`config.mk`:
```
export PLATFORM = sky130hd
export DESIGN_NAME = pcl_ctrl
export DESIGN_NICKNAME = d
export VERILOG_FILES = /design/src/rtl/pcl_pkg.sv /design/src/rtl/pcl_lock_timer.sv /design/src/rtl/pcl_ctrl.sv
export SDC_FILE = /design/constraint.sdc
export NUM_CORES = 1
export LEC_CHECK = 0
export BUFFER_PORTS_ARGS = -buffer_cell sky130_fd_sc_hd__buf_2
export CAP_MARGIN = 5
export CORE_MARGIN = 2
export CORE_UTILIZATION = 35
export DETAILED_ROUTE_END_ITERATION = 6
export GPL_ROUTABILITY_DRIVEN = 1
export GPL_TIMING_DRIVEN = 1
export PLACE_DENSITY = 0.64
export SKIP_CTS_REPAIR_TIMING = 1
export SYNTH_ARGS = -nofsm -noshare
export SYNTH_HDL_FRONTEND = slang
export SYNTH_SLANG_ARGS = --single-unit
```
`constraint.sdc`:
```
create_clock -name clk -period 2.5 [get_ports clk]
set_input_delay 0.25 -clock clk [delete_from_list [all_inputs] [get_ports clk]]
set_output_delay 0.25 -clock clk [all_outputs]
set_load 0.01 [all_outputs]
```
`src/rtl/pcl_pkg.sv`:
```
// constants shared by the loop control block and its lock timer
// ****************************************
// ****************************************
package pcl_pkg;
  // register indices as printed; byte address is four times the index
  localparam logic [15:0] PCL_IDX_FEEDBACK = 16'hF000;
  localparam logic [15:0] PCL_IDX_PRESCALE = 16'hF001;
  localparam logic [15:0] PCL_IDX_SOURCE = 16'hF002;
  localparam logic [15:0] PCL_IDX_POWER = 16'hF003;
  localparam logic [15:0] PCL_IDX_LOCK = 16'hF004;
  localparam logic [15:0] PCL_IDX_CLOCK_OUTPUT_PIN = 16'hF005;
  localparam logic [15:0] PCL_IDX_IRQ_STAT = 16'hF010;
  localparam logic [15:0] PCL_IDX_IRQ_MASK = 16'hF011;
  // reset values
  localparam logic [6:0] PCL_FEEDBACK_RST = 7'h60;
  localparam logic [1:0] PCL_PRESCALE_RST = 2'h0;
  localparam logic [2:0] PCL_CLOCK_OUTPUT_PIN_RST = 3'h0;
  // lock settle time and its cycle count at 20 MHz
  localparam int PCL_SETTLE_US = 100;
  localparam int PCL_CLK_KHZ = 20000;
  localparam int PCL_SETTLE_CYCLES = PCL_SETTLE_US * PCL_CLK_KHZ / 1000;
  // interrupt status bit positions
  localparam int PCL_IRQ_LOCKED = 0;
  localparam int PCL_IRQ_LOST = 1;
  // settle timer states
  typedef enum logic [1:0] {
    PCL_ST_OFF = 2'b00,
    PCL_ST_SETTLE = 2'b01,
    PCL_ST_LOCKED = 2'b10
  } pcl_state_type;
endpackage

```
`src/rtl/pcl_lock_timer.sv`:
```
// settle timer that models loop lock acquisition
`timescale 1ns/1ps
`default_nettype none
module pcl_lock_timer #(
  parameter int SETTLE_CYCLES = pcl_pkg::PCL_SETTLE_CYCLES
) (
  // clock and reset
  input wire logic clk,
  input wire logic rst_n,
  // control
  input wire logic run,
  input wire logic restart,
  input wire logic ref_ok,
  // status
  output logic locked
);
  if (SETTLE_CYCLES < 1 || SETTLE_CYCLES > 1000000) begin : g_bad_settle
    $error("settle count out of range");
  end
  pcl_pkg::pcl_state_type state_reg, state_next;
  logic [19:0] cnt_reg, cnt_next;
  wire logic done = (cnt_reg == 20'(SETTLE_CYCLES - 1));
  // ****************************************
  // state sequencing
  // ****************************************
  always_comb begin
    state_next = state_reg;
    cnt_next = cnt_reg;
    case (state_reg)
      pcl_pkg::PCL_ST_OFF: begin
        cnt_next = 20'h00000;
        if (run && ref_ok) begin
          state_next = pcl_pkg::PCL_ST_SETTLE;
        end
      end
      pcl_pkg::PCL_ST_SETTLE: begin
        cnt_next = cnt_reg + 20'h00001;
        if (done) begin
          state_next = pcl_pkg::PCL_ST_LOCKED;
        end
      end
      pcl_pkg::PCL_ST_LOCKED: begin
        cnt_next = 20'h00000;
      end
      default: begin
        state_next = pcl_pkg::PCL_ST_OFF;
      end
    endcase
    if (!run || restart || !ref_ok) begin
      state_next = pcl_pkg::PCL_ST_OFF;
      cnt_next = 20'h00000;
    end
  end
  // state registers
  always_ff @(posedge clk) begin
    if (!rst_n) begin
      state_reg <= pcl_pkg::PCL_ST_OFF;
      cnt_reg <= 20'h00000;
    end else begin
      state_reg <= state_next;
      cnt_reg <= cnt_next;
    end
  end
  assign locked = (state_reg == pcl_pkg::PCL_ST_LOCKED);
endmodule
`default_nettype wire

```
`src/rtl/pcl_ctrl.sv`:
```
// loop configuration, commit and lock status with apb registers
`timescale 1ns/1ps
`default_nettype none
module pcl_ctrl #(
  parameter int SETTLE_CYCLES = pcl_pkg::PCL_SETTLE_CYCLES
) (
  // clock and reset
  input wire logic clk,
  input wire logic rst_n,
  // apb slave
  input wire logic psel,
  input wire logic penable,
  input wire logic pwrite,
  input wire logic [17:0] paddr,
  input wire logic [31:0] pwdata,
  output logic [31:0] prdata,
  output logic pready,
  output logic pslverr,
  // reference presence indication from the pin
  input wire logic ref_present,
  // applied settings and lock status
  output logic [6:0] feedback_multiplier,
  output logic [1:0] prescale_code,
  output logic [3:0] prescale_ratio,
  output logic source_select_bit,
  output logic [2:0] clock_output_pin_cfg,
  output logic loop_run,
  output logic core_clk_from_loop,
  output logic lock_flag,
  // interrupt
  output logic irq
);
  // ****************************************
  // overview
  // ****************************************
  // software writes to the four settings land in staged copies only; the applied
  // copies that steer the loop move together, one edge after
  // the loop-on bit rises, so the loop never runs on a mix of
  // old and new settings
  // turning the loop off leaves the applied copies alone; only
  // the next rise of the loop-on bit replaces them
  // lock is reported only after the settle timer has run out
  // with the reference present and the loop on, and it drops
  // as soon as the loop is turned off
  // every output leaves from a flip-flop, so the outputs trail
  // the internal state by one edge
  // the reference indication comes from a pin and passes two
  // flip-flops before the timer looks at it
  // ****************************************
  // parameter check
  // ****************************************
  // the settle counter in the timer is 20 bits wide
  if (SETTLE_CYCLES < 1 || SETTLE_CYCLES > 1000000) begin : g_bad_settle
    $error("settle count out of range");
  end
  // ****************************************
  // apb decode
  // ****************************************
  // word index, the two low address bits are ignored
  wire logic [15:0] idx = paddr[17:2];
  // access phase; writes and read clears act only here
  wire logic access = psel && penable;
  // write and read in the access phase
  wire logic wr = access && pwrite;
  wire logic rd = access && !pwrite;
  // one hit line per mapped register
  wire logic hit_fb = (idx == pcl_pkg::PCL_IDX_FEEDBACK);
  wire logic hit_ps = (idx == pcl_pkg::PCL_IDX_PRESCALE);
  wire logic hit_src = (idx == pcl_pkg::PCL_IDX_SOURCE);
  wire logic hit_pw = (idx == pcl_pkg::PCL_IDX_POWER);
  wire logic hit_lk = (idx == pcl_pkg::PCL_IDX_LOCK);
  wire logic hit_co = (idx == pcl_pkg::PCL_IDX_CLOCK_OUTPUT_PIN);
  wire logic hit_is = (idx == pcl_pkg::PCL_IDX_IRQ_STAT);
  wire logic hit_im = (idx == pcl_pkg::PCL_IDX_IRQ_MASK);
  wire logic hit_any = hit_fb | hit_ps | hit_src | hit_pw | hit_lk | hit_co | hit_is | hit_im;
  // ****************************************
  // write strobes, one per writable register
  // ****************************************
  // the lock and status words take no writes
  wire logic wr_fb = wr && hit_fb;
  wire logic wr_ps = wr && hit_ps;
  wire logic wr_src = wr && hit_src;
  wire logic wr_pw = wr && hit_pw;
  wire logic wr_co = wr && hit_co;
  wire logic wr_im = wr && hit_im;
  // ****************************************
  // staged and applied state
  // ****************************************
  // staged feedback multiplier, as last written
  logic [6:0] fb_stage_reg;
  // staged prescale code
  logic [1:0] ps_stage_reg;
  // staged source select
  logic src_stage_reg;
  // staged clock output setting
  logic [2:0] co_stage_reg;
  // loop-on bit as written by software
  logic on_reg;
  // loop-on bit one edge later, for rise detection
  logic on_prev_reg;
  // sticky event bits and their mask
  logic [1:0] irq_stat_reg, irq_mask_reg;
  // timer lock one edge later, for event detection
  logic lock_prev_reg;
  // two-stage synchroniser for the reference indication
  logic ref_s1_reg, ref_s2_reg;
  // settle timer result
  logic timer_locked;
  // one-cycle pulse on the rise of the loop-on bit
  // commit on loop-on rise
  wire logic commit = on_reg && !on_prev_reg;
  // ****************************************
  // software register writes
  // ****************************************
  // staged feedback multiplier
  always_ff @(posedge clk) begin
    if (!rst_n) begin
      fb_stage_reg <= pcl_pkg::PCL_FEEDBACK_RST;
    end else if (wr_fb) begin
      // takes effect at the next commit
      fb_stage_reg <= pwdata[6:0];
    end
  end
  // staged prescale code
  always_ff @(posedge clk) begin
    if (!rst_n) begin
      ps_stage_reg <= pcl_pkg::PCL_PRESCALE_RST;
    end else if (wr_ps) begin
      // takes effect at the next commit
      ps_stage_reg <= pwdata[1:0];
    end
  end
  // staged source select
  always_ff @(posedge clk) begin
    if (!rst_n) begin
      src_stage_reg <= 1'b0;
    end else if (wr_src) begin
      // takes effect at the next commit
      src_stage_reg <= pwdata[0];
    end
  end
  // staged clock output setting
  always_ff @(posedge clk) begin
    if (!rst_n) begin
      co_stage_reg <= pcl_pkg::PCL_CLOCK_OUTPUT_PIN_RST;
    end else if (wr_co) begin
      // takes effect at the next commit
      co_stage_reg <= pwdata[2:0];
    end
  end
  // loop-on bit, acts at once; its rise commits
  always_ff @(posedge clk) begin
    if (!rst_n) begin
      on_reg <= 1'b0;
    end else if (wr_pw) begin
      on_reg <= pwdata[0];
    end
  end
  // interrupt mask, acts at once
  always_ff @(posedge clk) begin
    if (!rst_n) begin
      irq_mask_reg <= 2'h0;
    end else if (wr_im) begin
      irq_mask_reg <= pwdata[1:0];
    end
  end
  // ****************************************
  // commit of staged settings
  // ****************************************
  always_ff @(posedge clk) begin
    if (!rst_n) begin
      on_prev_reg <= 1'b0;
      feedback_multiplier <= pcl_pkg::PCL_FEEDBACK_RST;
      prescale_code <= pcl_pkg::PCL_PRESCALE_RST;
      source_select_bit <= 1'b0;
      clock_output_pin_cfg <= pcl_pkg::PCL_CLOCK_OUTPUT_PIN_RST;
    end else begin
      // remember the loop-on bit to find its rise
      on_prev_reg <= on_reg;
      // a fall of loop-on leaves the applied settings as they were
      // apply all staged together
      if (commit) begin
        feedback_multiplier <= fb_stage_reg;
        prescale_code <= ps_stage_reg;
        source_select_bit <= src_stage_reg;
        clock_output_pin_cfg <= co_stage_reg;
      end
    end
  end
  // ratio follows the applied code, not the staged one
  // prescale code to ratio
  wire logic [3:0] ratio_next = 4'h1 << prescale_code;
  // ****************************************
  // derived outputs and reference sync
  // ****************************************
  // reference indication, two flip-flops before any use
  always_ff @(posedge clk) begin
    if (!rst_n) begin
      ref_s1_reg <= 1'b0;
      ref_s2_reg <= 1'b0;
    end else begin
      ref_s1_reg <= ref_present;
      ref_s2_reg <= ref_s1_reg;
    end
  end
  // divide ratio of the applied prescale code
  always_ff @(posedge clk) begin
    if (!rst_n) begin
      prescale_ratio <= 4'h1;
    end else begin
      prescale_ratio <= ratio_next;
    end
  end
  // loop run and core clock source
  always_ff @(posedge clk) begin
    if (!rst_n) begin
      loop_run <= 1'b0;
      core_clk_from_loop <= 1'b0;
    end else begin
      loop_run <= on_reg;
      core_clk_from_loop <= source_select_bit;
    end
  end
  // lock flag, dropped in the commit cycle and whenever off
  always_ff @(posedge clk) begin
    if (!rst_n) begin
      lock_flag <= 1'b0;
    end else begin
      lock_flag <= timer_locked && on_reg && !commit;
    end
  end
  // level interrupt from unmasked sticky bits
  always_ff @(posedge clk) begin
    if (!rst_n) begin
      irq <= 1'b0;
    end else begin
      irq <= |(irq_stat_reg & irq_mask_reg);
    end
  end
  // ****************************************
  // lock timer
  // ****************************************
  // the timer restarts on every commit so a new setting relocks
  // settle only with reference and on
  pcl_lock_timer #(
    .SETTLE_CYCLES(SETTLE_CYCLES)
  ) u_timer (
    .clk(clk),
    .rst_n(rst_n),
    .run(on_reg),
    .restart(commit),
    .ref_ok(ref_s2_reg),
    .locked(timer_locked)
  );
  // ****************************************
  // interrupt status, cleared by read, set wins
  // ****************************************
  // lock gained and lock lost, one-cycle pulses
  wire logic ev_locked = timer_locked && !lock_prev_reg;
  wire logic ev_lost = !timer_locked && lock_prev_reg;
  wire logic stat_rd = rd && hit_is;
  wire logic [1:0] ev_vec = {ev_lost, ev_locked};
  // a read clears only the bits that it reported, taken from the
  // read word latched in setup; an event that lands between the
  // setup and the access edge is kept, and set wins over clear
  wire logic [1:0] stat_clr = stat_rd ? prdata[1:0] : 2'h0;
  wire logic [1:0] stat_next = (irq_stat_reg & ~stat_clr) | ev_vec;
  always_ff @(posedge clk) begin
    if (!rst_n) begin
      lock_prev_reg <= 1'b0;
      irq_stat_reg <= 2'h0;
    end else begin
      lock_prev_reg <= timer_locked;
      irq_stat_reg <= stat_next;
    end
  end
  // ****************************************
  // read data, zero wait state
  // ****************************************
  // unmapped words read as zero
  wire logic [31:0] rd_mux =
    hit_fb ? {25'h0000000, fb_stage_reg} :
    hit_ps ? {30'h00000000, ps_stage_reg} :
    hit_src ? {31'h00000000, src_stage_reg} :
    hit_pw ? {31'h00000000, on_reg} :
    hit_lk ? {31'h00000000, lock_flag} :
    hit_co ? {29'h00000000, co_stage_reg} :
    hit_is ? {30'h00000000, irq_stat_reg} :
    hit_im ? {30'h00000000, irq_mask_reg} : 32'h00000000;
  // read data captured in setup so it is valid in access
  always_ff @(posedge clk) begin
    if (!rst_n) begin
      prdata <= 32'h00000000;
      pslverr <= 1'b0;
      pready <= 1'b0;
    end else begin
      // read word of the address seen in setup
      prdata <= rd_mux;
      // unmapped word: error together with the answer
      pslverr <= psel && !penable && !hit_any;
      // answer in the access phase, no wait state
      pready <= psel && !penable;
    end
  end
endmodule
`default_nettype wire

```
==> summary.txt, run 1 <==
Layout
  • Layout area overhead: 15.0%
  • Max FFs per register: 20
  • Filler instances: 899
  • Cell area after layout: 3670 um2
  • # nets final: 488
  • Share of layout cells above drive strength 1: 0.190
  • # diodes: 0

Place
  • Placer Congestion: 0.787
  • Number of I/O port buffers: 58
  • Final HPWL from detailed placement: 5250 um
  • Placed inst area: 3480 um2

Drt
  • Initial DRC count: 115
  • DRT Pass-1 Iters: 4
  • Avg Vias per Cell: 5.08
  • Antenna-violating nets left: 0
  • DRT Wirelength: 7330 um
  • WL/cell: 13.5 um
  • # DRC: 0
  • Total number of vias: 2763

GRT
  • Vias in the first global route: 2465
  • Grt ovf: 0
  • Total track usage: 0.153
  • Largest net degree at the start of global routing: 21
  • Initial antenna violation count: 0
  • Global-route wire length before repair: 12100 um

CTS
  • TritonCTS clock tree: built
  • Max Root-Sink Buffers: 2
  • CTS Buf Count: 9
  • H-tree depth: 3
  • Clock network latency to the later pin of the worst-skew pair: 0.35 ns
  • Root Buffer: clkbuf_8
  • CTS clock-pin slew for the worst setup and hold paths: 0.08 ns
  • CTS sink count: 73

Die
  • Die X: 99.4 um
  • Die H: 99.4 um
  • Initial Utilization: 0.364
  • Die ar.: 9880 um2
  • Io pins: 111
  • Placeable core area: 8760 um2
  • Num rows: 34

Setup path
  • Critical path type: flop to flop
  • Slowest cell on crit path: or4_1
  • Worst setup EP type: flop
  • Arr. time, crit path: 2.20 ns
  • CP Launch Type: flop
  • CP Data Required Time: 2.78 ns
  • Critical-path cell list: nand4b_4 > or3_1 > or4_1 > a21oi_1
  • CP max stage delay: 0.54 ns
  • Worst Path Max Fanout: 10

Yosys
  • Syn_area_per_cell: 8.50 um2
  • Post-Synth Simple-Gate Area: 0.275
  • Mux contribution to synthesized area: 0.0157
  • Post-synth EDFFs: 0
  • Register bit total from synthesis: 73
  • Mapped Area: 3190 um2
  • Post-synthesis xor/xnor area fraction: 0.0302
  • Most frequent cells after synthesis: dfxtp_1, nand2_1, a21oi_1
  • Synth Instances: 375
  • Seq/Total Area, Yosys: 0.459
  • Synth area leaders: dfxtp_1, buf_4, nand2_1
  • Largest family of logic cells by synthesized area: simple AND/OR/NAND/NOR gates
  • Distinct cell type count after synthesis: 44
  • Compound-Gate Fraction of Synth Area: 0.122
  • Main synth FF type: dfxtp_1
  • Cell with the most instances after synthesis: dfxtp_1
  • Synth warn: 0
  • Leading area contributor after synthesis: dfxtp_1
  • Top-area cell type share of the netlist area: 0.459
  • Synth Area in Adders: 0.00707
  • Async SR Flop Fraction: 0

STA
  • Clock skew: 0.0117 ns
  • Max Freq: 520 MHz
  • RSZ-0062 raised after global routing: no
  • Setup-failing EPs final: 0
  • Fin. max-slew vios: 0
  • Setup TNS Final: 0 ns
  • Period utilization: 0.770
  • Tmin final: 1.92 ns
  • Worst-Margin Slew: 0.902 ns
  • Final Hold Viols: 0
  • Max-slew headroom: 0.390
  • Worst hold margin: 0.109 ns

Power and ir drop
  • P_leak: 1.40 nW
  • PD cells: 586 nW/um2
  • VDD IR-drop max: 0.000337 V

Run status
  • Outcome: complete, no violations

Min path
  • Hold crit path type: input pin to flop

Run
  • MaxCap Viol Count: 0
==> where the power goes <==
group          internal, W  switching [W]  total (W)
Combinational    0.0000276      0.0000614  0.0000890
Sequential         0.00116     0.00000106    0.00117
Clock             0.000460       0.000436   0.000896
==> final timing paths <==
check                                       from                             endpoint  slack, ns  cells past startpoint
max            u_timer.state_reg[1]$_SDFFE_PP0P_     u_timer.cnt_reg[19]$_SDFFE_PP0P_       0.58                      4
min                                      penable                   pslverr$_SDFF_PN0_       0.11                      2
max reg2reg    u_timer.state_reg[1]$_SDFFE_PP0P_     u_timer.cnt_reg[19]$_SDFFE_PP0P_       0.58                      4
min reg2reg  feedback_multiplier[1]$_SDFFE_PN0P_  feedback_multiplier[1]$_SDFFE_PN0P_       0.45                      2
==> per-layer routing <==
layer  track usage  up-vias  wire, um
met1         0.221     1274      3610
met2         0.218       93      3160
met4        0.0685        0       119
met3        0.0330        9       440
met5             0        -         0
li1              -     1387         -
==> stage by stage <==
step,total power [W],util,std cells,worst slack [ns]
after floorplan,0.00127,-,399,0.630
after global placement,0.00128,0.397,528,0.528
after detailed placement,0.00128,0.397,528,0.490
after CTS,0.00217,0.418,544,0.573
after global routing,0.00223,0.418,544,0.433
final,0.00215,0.418,544,0.576
==> area by class of cell <==
class	count	area [um2]	share of cell area
Clock buffer	11	131	0.0358
Clock inverter	5	56.3	0.0154
Inverter	7	26.3	0.00717
Multi-Input combinational cell	277	1530	0.417
Sequential cell	73	1460	0.399
Tap cell	108	135	0.0369
Timing Repair Buffer	63	328	0.0894
==> cell families (layout without fill, tap and decap cells) <==
kind of cell / count (synthesis) / after routing
other: 1 / 25
adders and majority gates: 2 / 2
and+or+nand+nor: 163 / 163
buffers and inverters: 49 / 86
AOI/OAI and AO/OA: 71 / 71
muxes: 5 / 5
DFF: 73 / 73
xor gates and xnor gates: 11 / 11
==> layout by cell type (no fill, tap or decap), types with 2 or more instances in the layout <==
master	n
nand3_1	25
nor4_1	9
and2_1	8
dfxtp_1	73
o21ai_0	24
o31ai_1	4
a31oi_1	2
or3_1	8
clkinv_2	2
mux2i_1	5
xnor2_1	8
nand2_1	47
or4_1	4
or4b_2	3
inv_1	6
conb_1	25
nor3_1	9
nand4_1	5
and4_1	5
buf_4	5
nand4b_1	2
nor4b_1	4
nor2b_1	2
nor2_1	22
a21oi_1	34
clkbuf_1	2
and3b_1	2
and3_1	4
buf_2	58
clkbuf_8	9
xor2_1	3
==> worst max-delay path: cells and delay by family (launching register included) <==
kind	cells	cell delay (ns)
AO/OA/AOI/OAI	1	0.14
flip-flops	1	0.41
AND/OR/NAND/NOR	3	1.30
Note: power is estimated with default switching activity, not from simulation.
==> run 2, diff against run 1 <==
--- a/config.mk
+++ b/config.mk
@@ -12,7 +12,7 @@
 export DETAILED_ROUTE_END_ITERATION = 6
 export GPL_ROUTABILITY_DRIVEN = 1
 export GPL_TIMING_DRIVEN = 1
-export PLACE_DENSITY = 0.64
+export PLACE_DENSITY = 0.67
 export SKIP_CTS_REPAIR_TIMING = 1
 export SYNTH_ARGS = -nofsm -noshare
 export SYNTH_HDL_FRONTEND = slang
==> constraint.sdc (replaced) <==
create_clock -name clk -period 1.55 [get_ports clk]
set_input_delay 0.155 -clock clk [delete_from_list [all_inputs] [get_ports clk]]
set_output_delay 0.155 -clock clk [all_outputs]
set_load 0.01 [all_outputs]
==> run 2 against run 1 <==
- the flow now finishes with violations (negative setup slack)
- wire length grew 2.3%
- register-to-register slack lost 0.65 ns
- sequential cell count is the same
- setup slack got worse by 0.65 ns
- highest routed layer unchanged
- clock skew fell by 0.0041 ns
- utilization rose by 4.9 points
- count of clock-buffer cells in the layout down 2
- die area stayed put
- combinational power is 92% higher
- critical path depth up 1
- clock power grew 88%
- first-iteration DRC count down 33%
==> summary.txt, run 2 (synthesized netlist as in run 1, its figures left out) <==
Run status
  • Outcome: complete, but fails checks
  • Failing checks: negative setup slack

GRT
  • Global-route wire length before repair: 12200 um
  • Grt ovf: 0
  • Largest net degree at the start of global routing: 24
  • Initial antenna violation count: 0
  • Vias in the first global route: 2652
  • Met1 Use GR: 0.185
  • Met2 track demand over resource: 0.260
  • Gr busiest metal: met2
  • Met3 Usage GRT: 0.0379
  • Total track usage: 0.151

Drt
  • Total number of vias: 2914
  • Avg Vias per Cell: 5.00
  • WL/cell: 12.9 um
  • DRT Wirelength: 7500 um
  • DRT Pass-1 Iters: 4
  • # DRC: 0
  • Initial DRC count: 77
  • Antenna-violating nets left: 0

Layout
  • Most common cell after layout, fill and taps aside: dfxtp_1
  • Layout area overhead: 28.5%
  • Final core utilization: 0.467
  • Number of non-filler instances in the completed layout: 583
  • Most frequent cells in the layout: dfxtp_1, buf_2, nand2_1
  • # diodes: 0
  • # nets final: 527
  • Share of layout cells above drive strength 1: 0.301
  • Cell area after layout: 4090 um2
  • Max FFs per register: 20

CTS
  • TritonCTS clock tree: built
  • Max Root-Sink Buffers: 2
  • CTS Buf Count: 9
  • H-tree depth: 3
  • CTS sink count: 73
  • Clock network latency to the later pin of the worst-skew pair: 0.34 ns
  • Root Buffer: clkbuf_8
  • CTS clock-pin slew for the worst setup and hold paths: 0.08 ns

Place
  • Number of I/O port buffers: 58
  • Placer Congestion: 0.868
  • Placed inst area: 3820 um2
  • Final HPWL from detailed placement: 5590 um
  • Dpl cells: 565

STA
  • Tmin final: 1.63 ns
  • Setup-failing EPs final: 3
  • Final Hold Viols: 0
  • RSZ-0062 raised after global routing: yes
  • Fin. max-slew vios: 0
  • Max Freq: 614 MHz
  • Final worst setup slack: -0.0780 ns
  • Period utilization: 1.05
  • Worst-Margin Slew: 0.511 ns
  • Clock skew: 0.00763 ns
  • Max-slew headroom: 0.659
  • Setup TNS Final: -0.137 ns

Setup path
  • Arr. time, crit path: 1.90 ns
  • Worst setup EP type: flop
  • Delay-heaviest family, CP: simple AND/OR/NAND/NOR gates
  • Worst path bufs/invs: 0
  • Slowest cell on crit path: or4_4
  • CP max stage delay: 0.43 ns
  • Critical-path cell list: ha_4 > nand4b_1 > or3_4 > or4_4 > a21oi_2
  • CP Launch Type: flop
  • CP Data Required Time: 1.82 ns
  • Critical path type: flop to flop
  • Worst Path Max Fanout: 5

Die
  • Placeable core area: 8760 um2
  • Initial Utilization: 0.364
  • Die X: 99.4 um
  • Num rows: 34
  • Die H: 99.4 um
  • Die ar.: 9880 um2
  • Io pins: 111

Power and ir drop
  • Gate power share: 0.046
  • PD cells: 909 nW/um2
  • Net Sw Power: 0.000858 W
  • Sequential Power Share: 0.504
  • Switching power share of the total: 0.231
  • P_leak: 1.63 nW
  • VDD IR-drop max: 0.000754 V
  • Design Power: 0.00372 W
  • Clk pwr share: 0.450
  • P_int: 0.00286 W

Min path
  • Hold crit path type: input pin to flop

Run
  • MaxCap Viol Count: 0
## run 2: final timing paths
path	start	depth (start not counted)	end	slack, ns
max reg2reg	u_timer.cnt_reg[1]$_SDFFE_PP0P_	5	u_timer.cnt_reg[16]$_SDFFE_PP0P_	-0.08
min reg2reg	ref_s1_reg$_SDFF_PN0_	1	ref_s2_reg$_SDFF_PN0_	0.44
min	penable	2	pready$_SDFF_PN0_	0.03
max	u_timer.cnt_reg[1]$_SDFFE_PP0P_	5	u_timer.cnt_reg[16]$_SDFFE_PP0P_	-0.08
## run 2: final cells by class
cell class | instances | area, um2
fill | 854 | 4670
multi-input combinational | 277 | 1600
sequential | 73 | 1470
timing repair buffer | 102 | 633
tap | 108 | 135
clock buffer | 9 | 124
clock inverter | 7 | 104
inverter | 7 | 26.3
## run 2: power groups by stage
stage	clock, W	combinational (W)	sequential, W
global route	0.00181	0.000189	0.00188
floorplan	0	0.000132	0.00192
CTS	0.00172	0.000169	0.00188
global placement	0	0.000166	0.00192
detailed placement	0	0.000169	0.00192
finish	0.00168	0.000171	0.00188
## run 2: layer usage
metal | routed length (um) | up-vias
li1 | - | 1470
met1 | 3260 | 1372
met2 | 3830 | 63
met3 | 308 | 9
met4 | 93 | 0
met5 | 0 | -
## run 2: through the flow
step	hold slack, ns	setup slack [ns]
finish	0.0255	-0.0780
global route	0.0119	-0.123
CTS	0.00346	-0.0755
detailed placement	0.375	-0.0470
global placement	0.371	-0.0175
floorplan	0.227	-0.123
==> run 3, diff against run 2 <==
==> constraint.sdc (replaced) <==
create_clock -name clk -period 1.3 [get_ports clk]
set_input_delay 0.13 -clock clk [delete_from_list [all_inputs] [get_ports clk]]
set_output_delay 0.13 -clock clk [all_outputs]
set_load 0.01 [all_outputs]
==> run 3 against run 2 <==
- the run ends with negative hold slack, negative setup slack left
- worst hold slack worse by 0.028 ns
- first-iteration DRC count grew 13%
- maximum frequency decreased by 0.79%
- combinational power increased by 29%
- sequential cell count stayed put
- highest routed layer unchanged
==> summary.txt, run 3 (synthesized netlist as in run 1, its figures left out) <==
Drt
  • Total number of vias: 2967
  • Top layer in use: met4
  • Avg Vias per Cell: 4.97
  • Initial DRC count: 87
  • Antenna-violating nets left: 0
  • Post-Route M1 WL: 3400 um
  • # DRC: 0
  • Met2 wire len: 4140 um
  • WL/cell: 13.4 um
  • DRT Wirelength: 8000 um
  • DRT Pass-1 Iters: 4
  • WL met3: 383 um

Setup path
  • Worst Path Max Fanout: 4
  • Delay-heaviest family, CP: simple AND/OR/NAND/NOR gates
  • CP Data Required Time: 1.53 ns
  • Critical-path cell list: ha_4 > nand4b_1 > or3_4 > buf_4 > o31ai_1 > a21oi_2
  • Worst path bufs/invs: 1
  • Arr. time, crit path: 1.87 ns
  • CP Launch Type: flop
  • CP max stage delay: 0.39 ns
  • Critical path type: flop to flop
  • Worst setup EP type: flop
  • Slowest cell on crit path: dfxtp_4

STA
  • Fin. max-slew vios: 0
  • Tmin final: 1.64 ns
  • Max Freq: 609 MHz
  • Period utilization: 1.26
  • Worst hold margin: -0.00250 ns
  • Final worst setup slack: -0.341 ns
  • Setup-failing EPs final: 10
  • Setup TNS Final: -2.04 ns
  • Final Hold Viols: 1
  • Clock skew: 0.00919 ns
  • RSZ-0062 raised after global routing: yes

Run status
  • Outcome: complete, but fails checks
  • Failing checks: negative hold slack, negative setup slack

CTS
  • H-tree depth: 3
  • TritonCTS clock tree: built
  • Clock network latency to the later pin of the worst-skew pair: 0.35 ns
  • CTS sink count: 73
  • Root Buffer: clkbuf_8
  • CTS clock-pin slew for the worst setup and hold paths: 0.08 ns
  • Max Root-Sink Buffers: 2
  • CTS Buf Count: 9

Layout
  • # diodes: 0
  • Final core utilization: 0.503
  • Most frequent cells in the layout: dfxtp_1, buf_2, buf_4
  • Max FFs per register: 20
  • Multi-input gate area: 1760 um2
  • Seq. cell area: 1480 um2
  • Cell area after layout: 4410 um2
  • Layout area overhead: 38.4%
  • Most common cell after layout, fill and taps aside: dfxtp_1
  • Filler instances: 851
  • # nets final: 541
  • Share of layout cells above drive strength 1: 0.348

Power and ir drop
  • VDD IR-drop max: 0.000698 V
  • PD cells: 1050 nW/um2
  • P_leak: 1.79 nW

Die
  • Num rows: 34
  • Die X: 99.4 um
  • Die ar.: 9880 um2
  • Die H: 99.4 um
  • Initial Utilization: 0.364
  • Io pins: 111
  • Placeable core area: 8760 um2

GRT
  • Vias in the first global route: 2776
  • Largest net degree at the start of global routing: 21
  • Total track usage: 0.158
  • Global-route wire length before repair: 12700 um
  • Grt ovf: 0
  • Initial antenna violation count: 0

Place
  • Final HPWL from detailed placement: 5780 um
  • Placed inst area: 3980 um2
  • Pre-CTS setup slack: -0.303 ns
  • Number of I/O port buffers: 58
  • Placer Congestion: 0.943

Min path
  • Hold crit path type: input pin to flop

Run
  • MaxCap Viol Count: 0
## run 3: cell type report
| cell class | count | share of cell area |
|---|---|---|
| Tap cell | 108 | 0.0306 |
| Inverter | 7 | 0.00596 |
| Clock inverter | 6 | 0.0264 |
| Clock buffer | 10 | 0.0289 |
| Timing Repair Buffer | 116 | 0.174 |
| Sequential cell | 73 | 0.336 |
| Multi-Input combinational cell | 277 | 0.398 |
## run 3: report_power, final
part           internal [W]  switching [W]  total [W]
logic             0.0000880       0.000133   0.000221
clock network       0.00129       0.000870    0.00216
registers           0.00223     0.00000174    0.00223
total               0.00360        0.00101    0.00461
## run 3: final timing paths
| path | startpoint | to | slack [ns] | cells past startpoint |
|---|---|---|---|---|
| max | u_timer.cnt_reg[1]$_SDFFE_PP0P_ | u_timer.cnt_reg[18]$_SDFFE_PP0P_ | -0.34 | 6 |
| min | penable | pslverr$_SDFF_PN0_ | -0.003 | 2 |
| max reg2reg | u_timer.cnt_reg[1]$_SDFFE_PP0P_ | u_timer.cnt_reg[18]$_SDFFE_PP0P_ | -0.34 | 6 |
| min reg2reg | ref_s1_reg$_SDFF_PN0_ | ref_s2_reg$_SDFF_PN0_ | 0.44 | 1 |
## run 3: through the flow
stage / instances / total power (W)
6_report: 597 / 0.00461
5_1_grt: 597 / 0.00478
4_1_cts: 592 / 0.00466
3_5_place_dp: 576 / 0.00250
3_3_place_gp: 576 / 0.00250
2_1_floorplan: 399 / 0.00246
## run 3: metal layers
| metal | vias up | track usage |
|---|---|---|
| li1 | 1494 | - |
| met1 | 1379 | 0.194 |
| met2 | 85 | 0.272 |
| met3 | 9 | 0.0422 |
| met4 | 0 | 0.0432 |
| met5 | - | 0 |
